$ cat config.mk
export PLATFORM = sky130hd
export DESIGN_NAME = ccfg_regs
export DESIGN_NICKNAME = d
export VERILOG_FILES = /design/src/ccfg_pkg.sv /design/src/ccfg_regs.sv
export VERILOG_INCLUDE_DIRS = /design/src
export SDC_FILE = /design/constraint.sdc
export NUM_CORES = 1
export LEC_CHECK = 0
export ABC_AREA = 0
export BUFFER_PORTS_ARGS = -buffer_cell sky130_fd_sc_hd__buf_2
export CORE_MARGIN = 3
export CORE_UTILIZATION = 54
export DETAILED_ROUTE_END_ITERATION = 10
export PLACE_DENSITY_LB_ADDON = 0.2
export SETUP_SLACK_MARGIN = 0.4
export SYNTH_ARGS = -nofsm -noshare
export SYNTH_HDL_FRONTEND = slang
export SYNTH_SLANG_ARGS = --single-unit
$ cat constraint.sdc
create_clock -name clk_sys -period 2.33 [get_ports clk_sys]
set_clock_uncertainty 0.15 [all_clocks]
set_input_delay 0.233 -clock clk_sys [delete_from_list [all_inputs] [get_ports clk_sys]]
set_output_delay 0.233 -clock clk_sys [all_outputs]
set_load 0.1 [all_outputs]
$ cat src/ccfg_defs.svh
`ifndef CCFG_DEFS_SVH
`define CCFG_DEFS_SVH

// Register word addresses
`define CCFG_ADDR_CONFIG      6'h2c
`define CCFG_ADDR_OFFSET_HI   6'h2d
`define CCFG_ADDR_OFFSET_LO   6'h2e
`define CCFG_ADDR_GAIN_HI     6'h2f
`define CCFG_ADDR_GAIN_LO     6'h30
`define CCFG_ADDR_CHECKSUM    6'h3e
`define CCFG_ADDR_TAIL        6'h3f

// Reset values
`define CCFG_RST_CONFIG       16'h0000
`define CCFG_RST_OFFSET_HI    16'h0000
`define CCFG_RST_OFFSET_LO    16'h0000
`define CCFG_RST_GAIN_HI      16'h8000
`define CCFG_RST_GAIN_LO      16'h0000
`define CCFG_RST_CHECKSUM     16'h0000
`define CCFG_RST_TAIL         16'h0000

// Field positions
`define CCFG_PHASE_MSB        15
`define CCFG_PHASE_LSB        6
`define CCFG_DCOFF_BIT        2
`define CCFG_MUX_MSB          1
`define CCFG_MUX_LSB          0
`define CCFG_LOBYTE_MSB       15
`define CCFG_LOBYTE_LSB       8

// Writable bit masks
`define CCFG_MASK_CONFIG      16'hffc7
`define CCFG_MASK_LO          16'hff00

// Checksum polynomial (CCITT form)
`define CCFG_CRC_POLY         16'h1021
`define CCFG_CRC_SEED         16'hffff

`endif

$ cat src/ccfg_pkg.sv
package ccfg_pkg;

	// Channel input selection codes
	typedef enum logic [1:0]
	{
		CCFG_IN_NORMAL  = 2'h0,
		CCFG_IN_SHORTED = 2'h1,
		CCFG_IN_POS_DC  = 2'h2,
		CCFG_IN_NEG_DC  = 2'h3
	} ccfg_input_t;

	// Checksum engine states
	typedef enum logic [2:0]
	{
		CCFG_CK_IDLE = 3'h1,
		CCFG_CK_RUN  = 3'h2,
		CCFG_CK_DONE = 3'h4
	} ccfg_ck_state_t;

endpackage

$ cat src/ccfg_regs.sv
`timescale 1ns/1ps
// Behaviour
// [RULE1] Config upper ten bits hold signed phase delay
// [RULE2] DC-block off bit bypasses filter, else global
// [RULE3] Two-bit input select: normal, shorted, +DC, -DC
// [RULE4] Offset high word holds offset bits 23:8
// [RULE5] Offset low upper byte; low byte reads zero
// [RULE6] Gain high word holds unsigned gain bits 23:8
// [RULE7] Gain high resets to 8000h, low to zero
// [RULE8] Gain low upper byte; low byte read-only
// [RULE9] Read-only checksum over map, resets zero
// [RULE10] Host writes only zero to tail word
// [RULE11] Checksum recomputed after every accepted write
`include "ccfg_defs.svh"

module ccfg_regs
	import ccfg_pkg::*;
#(
	parameter int DATA_W = 16,
	parameter int ADDR_W = 6
)
(
	// Clock and reset
	input  wire logic                clk_sys,
	input  wire logic                resetn,
	// Register port from the serial front end
	input  wire logic                reg_wr,
	input  wire logic                reg_rd,
	input  wire logic [ADDR_W-1:0]   reg_addr,
	input  wire logic [DATA_W-1:0]   reg_wdata,
	output logic      [DATA_W-1:0]   reg_rdata,
	output logic                     reg_rvalid,
	// Channel controls to the datapath
	output logic signed [9:0]        channel_phase_delay,
	output logic                     channel_dc_block_off,
	output logic                     channel_dc_block_en,
	input  wire logic [3:0]          global_dc_block_corner,
	output logic      [3:0]          channel_dc_block_corner,
	output ccfg_input_t              channel_input_select,
	output logic      [23:0]         channel_offset,
	output logic      [23:0]         channel_gain,
	// Checksum status
	output logic                     checksum_busy
);

	// Elaboration checks; decode and checksum walk assume these widths
	if (DATA_W != 16)
	begin : g_bad_data_w
		$error("ccfg_regs: DATA_W must be 16");
	end
	if (ADDR_W != 6)
	begin : g_bad_addr_w
		$error("ccfg_regs: ADDR_W must be 6");
	end

	logic [15:0]    channel_config;
	logic [15:0]    channel_offset_hi;
	logic [15:0]    channel_offset_lo;
	logic [15:0]    channel_gain_hi;
	logic [15:0]    channel_gain_lo;
	logic [15:0]    register_map_checksum;
	logic [15:0]    reserved_tail_word;
	ccfg_ck_state_t ck_state;
	logic [2:0]     ck_index;
	logic [15:0]    ck_acc;
	logic           ck_restart;

	// Address decode, shared by write and read paths
	function automatic logic is_addr(input logic [5:0] a, input logic [5:0] ref_a);
		is_addr = (a == ref_a);
	endfunction

	// One CRC step over a whole 16-bit word
	function automatic logic [15:0] crc_word(input logic [15:0] crc, input logic [15:0] d);
		logic [15:0] c;
		c = crc;
		for (int i = 15; i >= 0; i--)
		begin
			if (c[15] ^ d[i])
				c = {c[14:0], 1'b0} ^ `CCFG_CRC_POLY;
			else
				c = {c[14:0], 1'b0};
		end
		crc_word = c;
	endfunction

	// Configuration word; reserved bits 5:3 never store
	always_ff @(posedge clk_sys)
	begin
		if (!resetn)
			channel_config <= `CCFG_RST_CONFIG;
		else if (reg_wr && is_addr(reg_addr, `CCFG_ADDR_CONFIG))
			channel_config <= reg_wdata & `CCFG_MASK_CONFIG; // see [RULE1] see [RULE2] see [RULE3]
	end

	// Offset calibration pair
	always_ff @(posedge clk_sys)
	begin
		if (!resetn)
		begin
			channel_offset_hi <= `CCFG_RST_OFFSET_HI;
			channel_offset_lo <= `CCFG_RST_OFFSET_LO;
		end
		else
		begin
			if (reg_wr && is_addr(reg_addr, `CCFG_ADDR_OFFSET_HI))
				channel_offset_hi <= reg_wdata; // see [RULE4]
			if (reg_wr && is_addr(reg_addr, `CCFG_ADDR_OFFSET_LO))
				channel_offset_lo <= reg_wdata & `CCFG_MASK_LO; // see [RULE5]
		end
	end

	// Gain calibration pair; mid-range gain out of reset
	always_ff @(posedge clk_sys)
	begin
		if (!resetn)
		begin
			channel_gain_hi <= `CCFG_RST_GAIN_HI; // see [RULE7]
			channel_gain_lo <= `CCFG_RST_GAIN_LO; // see [RULE7]
		end
		else
		begin
			if (reg_wr && is_addr(reg_addr, `CCFG_ADDR_GAIN_HI))
				channel_gain_hi <= reg_wdata; // see [RULE6]
			if (reg_wr && is_addr(reg_addr, `CCFG_ADDR_GAIN_LO))
				channel_gain_lo <= reg_wdata & `CCFG_MASK_LO; // see [RULE8]
		end
	end

	// Tail word stores what the host writes; host keeps it zero
	always_ff @(posedge clk_sys)
	begin
		if (!resetn)
			reserved_tail_word <= `CCFG_RST_TAIL;
		else if (reg_wr && is_addr(reg_addr, `CCFG_ADDR_TAIL))
			reserved_tail_word <= reg_wdata; // see [RULE10]
	end

	// Any accepted write to a stored word restarts the checksum
	assign ck_restart = reg_wr && (is_addr(reg_addr, `CCFG_ADDR_CONFIG)
		|| is_addr(reg_addr, `CCFG_ADDR_OFFSET_HI) || is_addr(reg_addr, `CCFG_ADDR_OFFSET_LO)
		|| is_addr(reg_addr, `CCFG_ADDR_GAIN_HI) || is_addr(reg_addr, `CCFG_ADDR_GAIN_LO)
		|| is_addr(reg_addr, `CCFG_ADDR_TAIL));

	// Serial checksum walk: one word per cycle keeps the logic small
	always_ff @(posedge clk_sys)
	begin
		if (!resetn)
		begin
			ck_state              <= CCFG_CK_IDLE;
			ck_index              <= 3'h0;
			ck_acc                <= `CCFG_CRC_SEED;
			register_map_checksum <= `CCFG_RST_CHECKSUM;
		end
		else if (ck_restart)
		begin
			// A write mid-walk restarts so no stale word is folded in
			ck_state <= CCFG_CK_RUN; // see [RULE11]
			ck_index <= 3'h0;
			ck_acc   <= `CCFG_CRC_SEED;
		end
		else
		begin
			case (ck_state)
				CCFG_CK_IDLE:
				begin
					ck_state <= CCFG_CK_IDLE;
				end
				CCFG_CK_RUN:
				begin
					case (ck_index)
						3'h0: ck_acc <= crc_word(ck_acc, channel_config);
						3'h1: ck_acc <= crc_word(ck_acc, channel_offset_hi);
						3'h2: ck_acc <= crc_word(ck_acc, channel_offset_lo);
						3'h3: ck_acc <= crc_word(ck_acc, channel_gain_hi);
						3'h4: ck_acc <= crc_word(ck_acc, channel_gain_lo);
						default: ck_acc <= crc_word(ck_acc, reserved_tail_word);
					endcase
					if (ck_index == 3'h5)
						ck_state <= CCFG_CK_DONE;
					ck_index <= ck_index + 3'h1;
				end
				CCFG_CK_DONE:
				begin
					register_map_checksum <= ck_acc; // see [RULE9] see [RULE11]
					ck_state              <= CCFG_CK_IDLE;
				end
				default:
				begin
					ck_state <= CCFG_CK_IDLE;
				end
			endcase
		end
	end

	// Read path, one cycle latency; unmapped reads as zero
	always_ff @(posedge clk_sys)
	begin
		if (!resetn)
		begin
			reg_rdata  <= 16'h0000;
			reg_rvalid <= 1'b0;
		end
		else
		begin
			reg_rvalid <= reg_rd;
			if (!reg_rd)
				reg_rdata <= reg_rdata;
			else if (is_addr(reg_addr, `CCFG_ADDR_CONFIG))
				reg_rdata <= channel_config;
			else if (is_addr(reg_addr, `CCFG_ADDR_OFFSET_HI))
				reg_rdata <= channel_offset_hi;
			else if (is_addr(reg_addr, `CCFG_ADDR_OFFSET_LO))
				reg_rdata <= channel_offset_lo;
			else if (is_addr(reg_addr, `CCFG_ADDR_GAIN_HI))
				reg_rdata <= channel_gain_hi;
			else if (is_addr(reg_addr, `CCFG_ADDR_GAIN_LO))
				reg_rdata <= channel_gain_lo;
			else if (is_addr(reg_addr, `CCFG_ADDR_CHECKSUM))
				reg_rdata <= register_map_checksum; // see [RULE9]
			else if (is_addr(reg_addr, `CCFG_ADDR_TAIL))
				reg_rdata <= reserved_tail_word;
			else
				reg_rdata <= 16'h0000;
		end
	end

	// Field outputs to the datapath
	assign channel_phase_delay     = channel_config[`CCFG_PHASE_MSB:`CCFG_PHASE_LSB]; // see [RULE1]
	assign channel_dc_block_off    = channel_config[`CCFG_DCOFF_BIT];
	assign channel_dc_block_en     = !channel_config[`CCFG_DCOFF_BIT]; // see [RULE2]
	assign channel_dc_block_corner = channel_config[`CCFG_DCOFF_BIT] ? 4'h0 : global_dc_block_corner; // see [RULE2]
	assign channel_input_select    = ccfg_input_t'(channel_config[`CCFG_MUX_MSB:`CCFG_MUX_LSB]); // see [RULE3]
	assign channel_offset          = {channel_offset_hi, channel_offset_lo[`CCFG_LOBYTE_MSB:`CCFG_LOBYTE_LSB]};
	assign channel_gain            = {channel_gain_hi, channel_gain_lo[`CCFG_LOBYTE_MSB:`CCFG_LOBYTE_LSB]};
	assign checksum_busy           = (ck_state != CCFG_CK_IDLE);

	// Reserved config bits never hold a one
	a_cfg_reserved_zero: assert property (@(posedge clk_sys) disable iff (!resetn) // see [RULE1]
		channel_config[5:3] == 3'h0) else $error("config reserved bits set");

	// Phase field follows a config write
	a_phase_write: assert property (@(posedge clk_sys) disable iff (!resetn) // see [RULE1]
		reg_wr && reg_addr == `CCFG_ADDR_CONFIG |=> channel_phase_delay == $past(reg_wdata[15:6]))
		else $error("phase delay not stored");

	// Bypass forces zero corner
	a_dc_bypass: assert property (@(posedge clk_sys) disable iff (!resetn) // see [RULE2]
		channel_dc_block_off |-> (!channel_dc_block_en && channel_dc_block_corner == 4'h0))
		else $error("dc block not bypassed");

	// Normal path follows global corner
	a_dc_global: assert property (@(posedge clk_sys) disable iff (!resetn) // see [RULE2]
		!channel_dc_block_off |-> channel_dc_block_corner == global_dc_block_corner)
		else $error("dc corner not global");

	// Input select follows the low config bits
	a_mux_write: assert property (@(posedge clk_sys) disable iff (!resetn) // see [RULE3]
		reg_wr && reg_addr == `CCFG_ADDR_CONFIG |=> channel_input_select == ccfg_input_t'($past(reg_wdata[1:0])))
		else $error("input select not stored");

	// Offset high word stored whole
	a_offset_hi: assert property (@(posedge clk_sys) disable iff (!resetn) // see [RULE4]
		reg_wr && reg_addr == `CCFG_ADDR_OFFSET_HI |=> channel_offset[23:8] == $past(reg_wdata))
		else $error("offset high not stored");

	// Offset low byte comes from the upper half of its write
	a_offset_lo_store: assert property (@(posedge clk_sys) disable iff (!resetn) // see [RULE5]
		reg_wr && reg_addr == `CCFG_ADDR_OFFSET_LO |=> channel_offset[7:0] == $past(reg_wdata[15:8]))
		else $error("offset low not stored");

	// Low words keep their low byte zero
	a_lo_bytes: assert property (@(posedge clk_sys) disable iff (!resetn) // see [RULE5] see [RULE8]
		channel_offset_lo[7:0] == 8'h00 && channel_gain_lo[7:0] == 8'h00)
		else $error("reserved low byte set");

	// Gain high word stored whole
	a_gain_hi: assert property (@(posedge clk_sys) disable iff (!resetn) // see [RULE6]
		reg_wr && reg_addr == `CCFG_ADDR_GAIN_HI |=> channel_gain[23:8] == $past(reg_wdata))
		else $error("gain high not stored");

	// Gain low byte comes from the upper half of its write
	a_gain_lo_store: assert property (@(posedge clk_sys) disable iff (!resetn) // see [RULE8]
		reg_wr && reg_addr == `CCFG_ADDR_GAIN_LO |=> channel_gain[7:0] == $past(reg_wdata[15:8]))
		else $error("gain low not stored");

	// Gain comes out of reset at mid-range
	a_gain_reset: assert property (@(posedge clk_sys) // see [RULE7]
		!resetn |=> channel_gain == 24'h800000) else $error("gain reset wrong");

	// Checksum cannot be written by the host
	a_ck_readonly: assert property (@(posedge clk_sys) disable iff (!resetn) // see [RULE9]
		reg_wr && reg_addr == `CCFG_ADDR_CHECKSUM && !checksum_busy |=> $stable(register_map_checksum))
		else $error("checksum written");

	// Checksum clears in reset; stale sums must not survive it
	a_ck_reset_zero: assert property (@(posedge clk_sys) // see [RULE9]
		!resetn |=> register_map_checksum == 16'h0000) else $error("checksum reset wrong");

	// A checksum read returns the sum held at the read edge
	a_ck_read: assert property (@(posedge clk_sys) disable iff (!resetn) // see [RULE9]
		reg_rd && reg_addr == `CCFG_ADDR_CHECKSUM |=> reg_rvalid && reg_rdata == $past(register_map_checksum))
		else $error("checksum read wrong");

	// Checksum walk ends within eight cycles of a write
	a_ck_refresh: assert property (@(posedge clk_sys) disable iff (!resetn) // see [RULE11]
		ck_restart ##1 !ck_restart [*8] |-> !checksum_busy)
		else $error("checksum not refreshed");

endmodule // ccfg_regs

==> impl_metrics.json <==
{
  "status": "complete, but fails checks",
  "violations": "negative setup slack",
  "nets": 1370,
  "finalHoldWorstSlack_ps": 31.3,
  "drcViolationCount": 0,
  "vias_per_cell": 6.04,
  "cap_violations": 0,
  "cp_max_fo": 5,
  "p_leak_uw": 0.00552,
  "cp-start-kind": "flop",
  "avgSynthCellArea_um2": 8.78,
  "antenna_found_initial": 0,
  "grt_pass1_vias": 9063,
  "dr_total_vias": 9466,
  "start_util": 0.557,
  "drt_iter0_markers": 1268,
  "cts_buffer_depth": 2,
  "cp-end-kind": "flop",
  "ys_seq_area_frac": 0.283,
  "rr_worst_depth": 10,
  "synthesis.area_um2": 9340,
  "syn_nets": 1099,
  "min_path_type": "in2reg",
  "fin_ws_ps": -169,
  "first_pass_iters": 5,
  "track_usage": 0.404,
  "fmax_mhz": 400,
  "wl_um": 39100,
  "portBuffers": 113,
  "synth_cells": 1064,
  "slew_viol_final": 0,
  "finalHoldViolations": 0,
  "cp.required_ps": 2510,
  "yosysWarnings": 0,
  "final-setup-viol-count": 11,
  "cts_root_buf": "clkbuf_16",
  "layout-drive-gt1-share": 0.420,
  "cts_sinks": 132,
  "path_clk_slew_ps": 70,
  "htree_levels": 4,
  "slew-limit-headroom": 0.538,
  "core-area_um2": 16800,
  "fillCellCount": 1045,
  "dp.final_hpwl_um": 28600,
  "gp_congestion": 1.05,
  "ys_ff_latch": 132,
  "syn2layout_area_growth_pct": 45.2,
  "cp-endpoint": "ck_acc[10]$_SDFFE_PP1N_",
  "vdd_drop_max_uv": 542,
  "ant_nets": 0,
  "cts_tree": "done",
  "grt_overflow": 0,
  "diodes": 0,
  "grt_pass1_wl_um": 56000,
  "cts_buffers": 17,
  "finalCriticalPeriod_ps": 2500,
  "final_cell_area_um2": 13600,
  "worst_pin_slew_ps": 689,
  "die_w_um": 138,
  "dpl_cell_area_um2": 11800,
  "dieArea_um2": 18900,
  "worstSetupStartpoint": "ck_acc[10]$_SDFFE_PP1N_",
  "rsz0062_at_grt": "true",
  "place_ws_ps": -248,
  "rows": 47,
  "final_core_util": 0.809,
  "grt_max_degree": 69,
  "r2r_slack_ps": -170,
  "critical_path_arrival_ps": 2680,
  "worst_r2r_startpoint": "ck_acc[10]$_SDFFE_PP1N_",
  "die_h_um": 138,
  "clk_latency_ps": 430,
  "routedWlPerCell_um": 25.0,
  "power_density_nw_per_um2": 447,
  "path_class": "reg2reg",
  "yosysUniqueCellTypes": 53,
  "io_pins": 114,
  "rr_endpoint": "ck_acc[10]$_SDFFE_PP1N_",
  "post-route-period-util": 1.07
}
synth_stat cells, drive strengths merged:
cell       n  area share
xnor2    199        0.20
nand2    153       0.061
dfxtp    132        0.28
clkbuf    67       0.027
a21boi    63       0.051
mux2i     60       0.064
xor2      56       0.056
nor2b     50       0.033
nor2      39       0.016
a21oi     34       0.018
o22ai     23       0.015
o21ai     20       0.011
o211ai    19       0.015
xnor3     19       0.046
buf       18      0.0092
nand3     12      0.0064
a22oi      9      0.0072
o32ai      9      0.0084
a211oi     8      0.0064
and2       8      0.0054
a221oi     7      0.0066
nand2b     7      0.0047
inv        6      0.0024
and3       5      0.0033
ha         5      0.0067
o211a      5      0.0054
o2bb2ai    4      0.0038
xor3       4       0.010
a221o      3      0.0032
nor3       3      0.0016
nor4       3      0.0020
a2111oi    2      0.0032
o21a       2      0.0016
o221ai     2      0.0019
a222oi     1      0.0011
a31oi      1     0.00067
a32oi      1     0.00094
o2111ai    1     0.00094
o22a       1     0.00094
o31ai      1     0.00080
or3        1     0.00067
or4b       1      0.0011
worst min path at each step:
stage | end | depth (start not counted) | start | slack [ps]
after floorplan | channel_gain_hi[15]$_SDFFE_PN1P_ | 2 | reg_wdata[15] | 210
after global placement | reg_rdata[4]$_SDFFE_PN0P_ | 1 | reg_rdata[4]$_SDFFE_PN0P_ | 310
after detailed placement | reg_rdata[5]$_SDFFE_PN0P_ | 1 | reg_rdata[5]$_SDFFE_PN0P_ | 310
after CTS | channel_gain_hi[10]$_SDFFE_PN0P_ | 3 | reg_wdata[10] | 20
after global routing | channel_gain_hi[8]$_SDFFE_PN0P_ | 3 | reg_wdata[8] | 30
final | channel_config[14]$_SDFFE_PN0P_ | 3 | reg_wdata[14] | 30
layout make-up:
cell class / instances / area [um2] / share of cell area
multi-input cells: 841 / 7380 / 0.544
flip-flops and latches: 132 / 2840 / 0.209
repair buffers: 337 / 2440 / 0.180
clock buffers: 17 / 425 / 0.0314
well taps: 220 / 275 / 0.0203
clock inverters: 15 / 184 / 0.0136
inverters: 6 / 22.5 / 0.00166
per-layer routing:
metal | track usage | part of all wire | vias up
met3 | 0.0840 | 0.11 | 150
met4 | 0.213 | 0.064 | 0
met5 | 0 | 0 | -
met2 | 0.617 | 0.44 | 644
met1 | 0.539 | 0.39 | 4528
li1 | - | - | 4144
power by group:
| group | internal [uW] | total, uW | switching (uW) |
|---|---|---|---|
| sequential | 2230 | 2250 | 18.9 |
| clock | 1630 | 2860 | 1230 |
| combinational | 390 | 952 | 563 |
| total | 4250 | 6060 | 1810 |
through the flow:
| step | cells | TNS [ps] | total power (uW) |
|---|---|---|---|
| 2_1_floorplan | 1064 | -184 | 2850 |
| 3_3_place_gp | 1500 | -1390 | 3120 |
| 3_5_place_dp | 1500 | -1990 | 3120 |
| 4_1_cts | 1558 | -399 | 5980 |
| 5_1_grt | 1568 | -1910 | 6200 |
| 6_report | 1568 | -797 | 6060 |
critical path, cell delays in order (launching register included):
cell and delay [ps]:
dfxtp_1 330, buf_12 140, xnor2_4 170, buf_6 160, xnor2_1 300, buf_4 200, xnor2_2 120, o22ai_1 110
or4b_4 500, o21ai_1 130, a21oi_1 70
logic make-up after synthesis:
family	Yosys count	share of synthesized area
simple gates	282	0.136
buf+inv	91	0.0386
xor+xnor	278	0.308
fa+ha+maj	5	0.00670
mux	60	0.0643
flops	132	0.283
compound gates	216	0.163
timing repair:
action                     4_1_cts  5_1_grt
setup buffers                   17       10
hold endpoints to repair        26        0
gates resized for setup         76       60
pin swaps                       44       40
setup endpoints to repair       16       18
hold buffers                     9        0
state kept, by name (all words and copies together), names as in the netlist:
| name | count |
|---|---|
| channel_offset_hi | 16 |
| register_map_checksum | 16 |
| reg_rvalid | 1 |
| ck_acc | 16 |
| reserved_tail_word | 16 |
| channel_gain_lo | 8 |
| channel_config | 13 |
| ck_index | 3 |
| channel_offset_lo | 8 |
| reg_rdata | 16 |
| ck_state | 3 |
| channel_gain_hi | 16 |
cells in the final DEF (no fill, tap or decap), types with 5 or more instances in the layout:
cell           Yosys  routed
buf_4              1     190
nand2_1          153     152
xnor2_1          190     130
buf_2             12     113
a21boi_0          61      61
mux2i_1           60      59
dfxtp_1          132      59
nor2b_1           50      46
xnor2_2            7      46
dfxtp_4            0      41
nor2_1            39      38
xor2_1            52      36
dfxtp_2            0      32
a21oi_1           34      30
xnor2_4            2      23
o22ai_1           23      21
o211ai_1          19      19
clkbuf_16          0      17
buf_6              0      16
nand3_1           12      12
xor2_2             4      12
o21ai_0           13      12
xnor3_2            1      10
xnor3_1           18       9
dlygate4sd3_1      0       9
o21ai_1            7       8
xor2_4             0       8
o32ai_1            9       8
a22oi_1            9       8
buf_12             0       8
nand2b_1           7       7
and2_1             7       7
inv_8              0       6
inv_1              5       5
and3_1             5       5
a211oi_1           8       5
o211a_1            5       5
ha_1               5       5
Note: power is estimated with default switching activity, not from simulation.
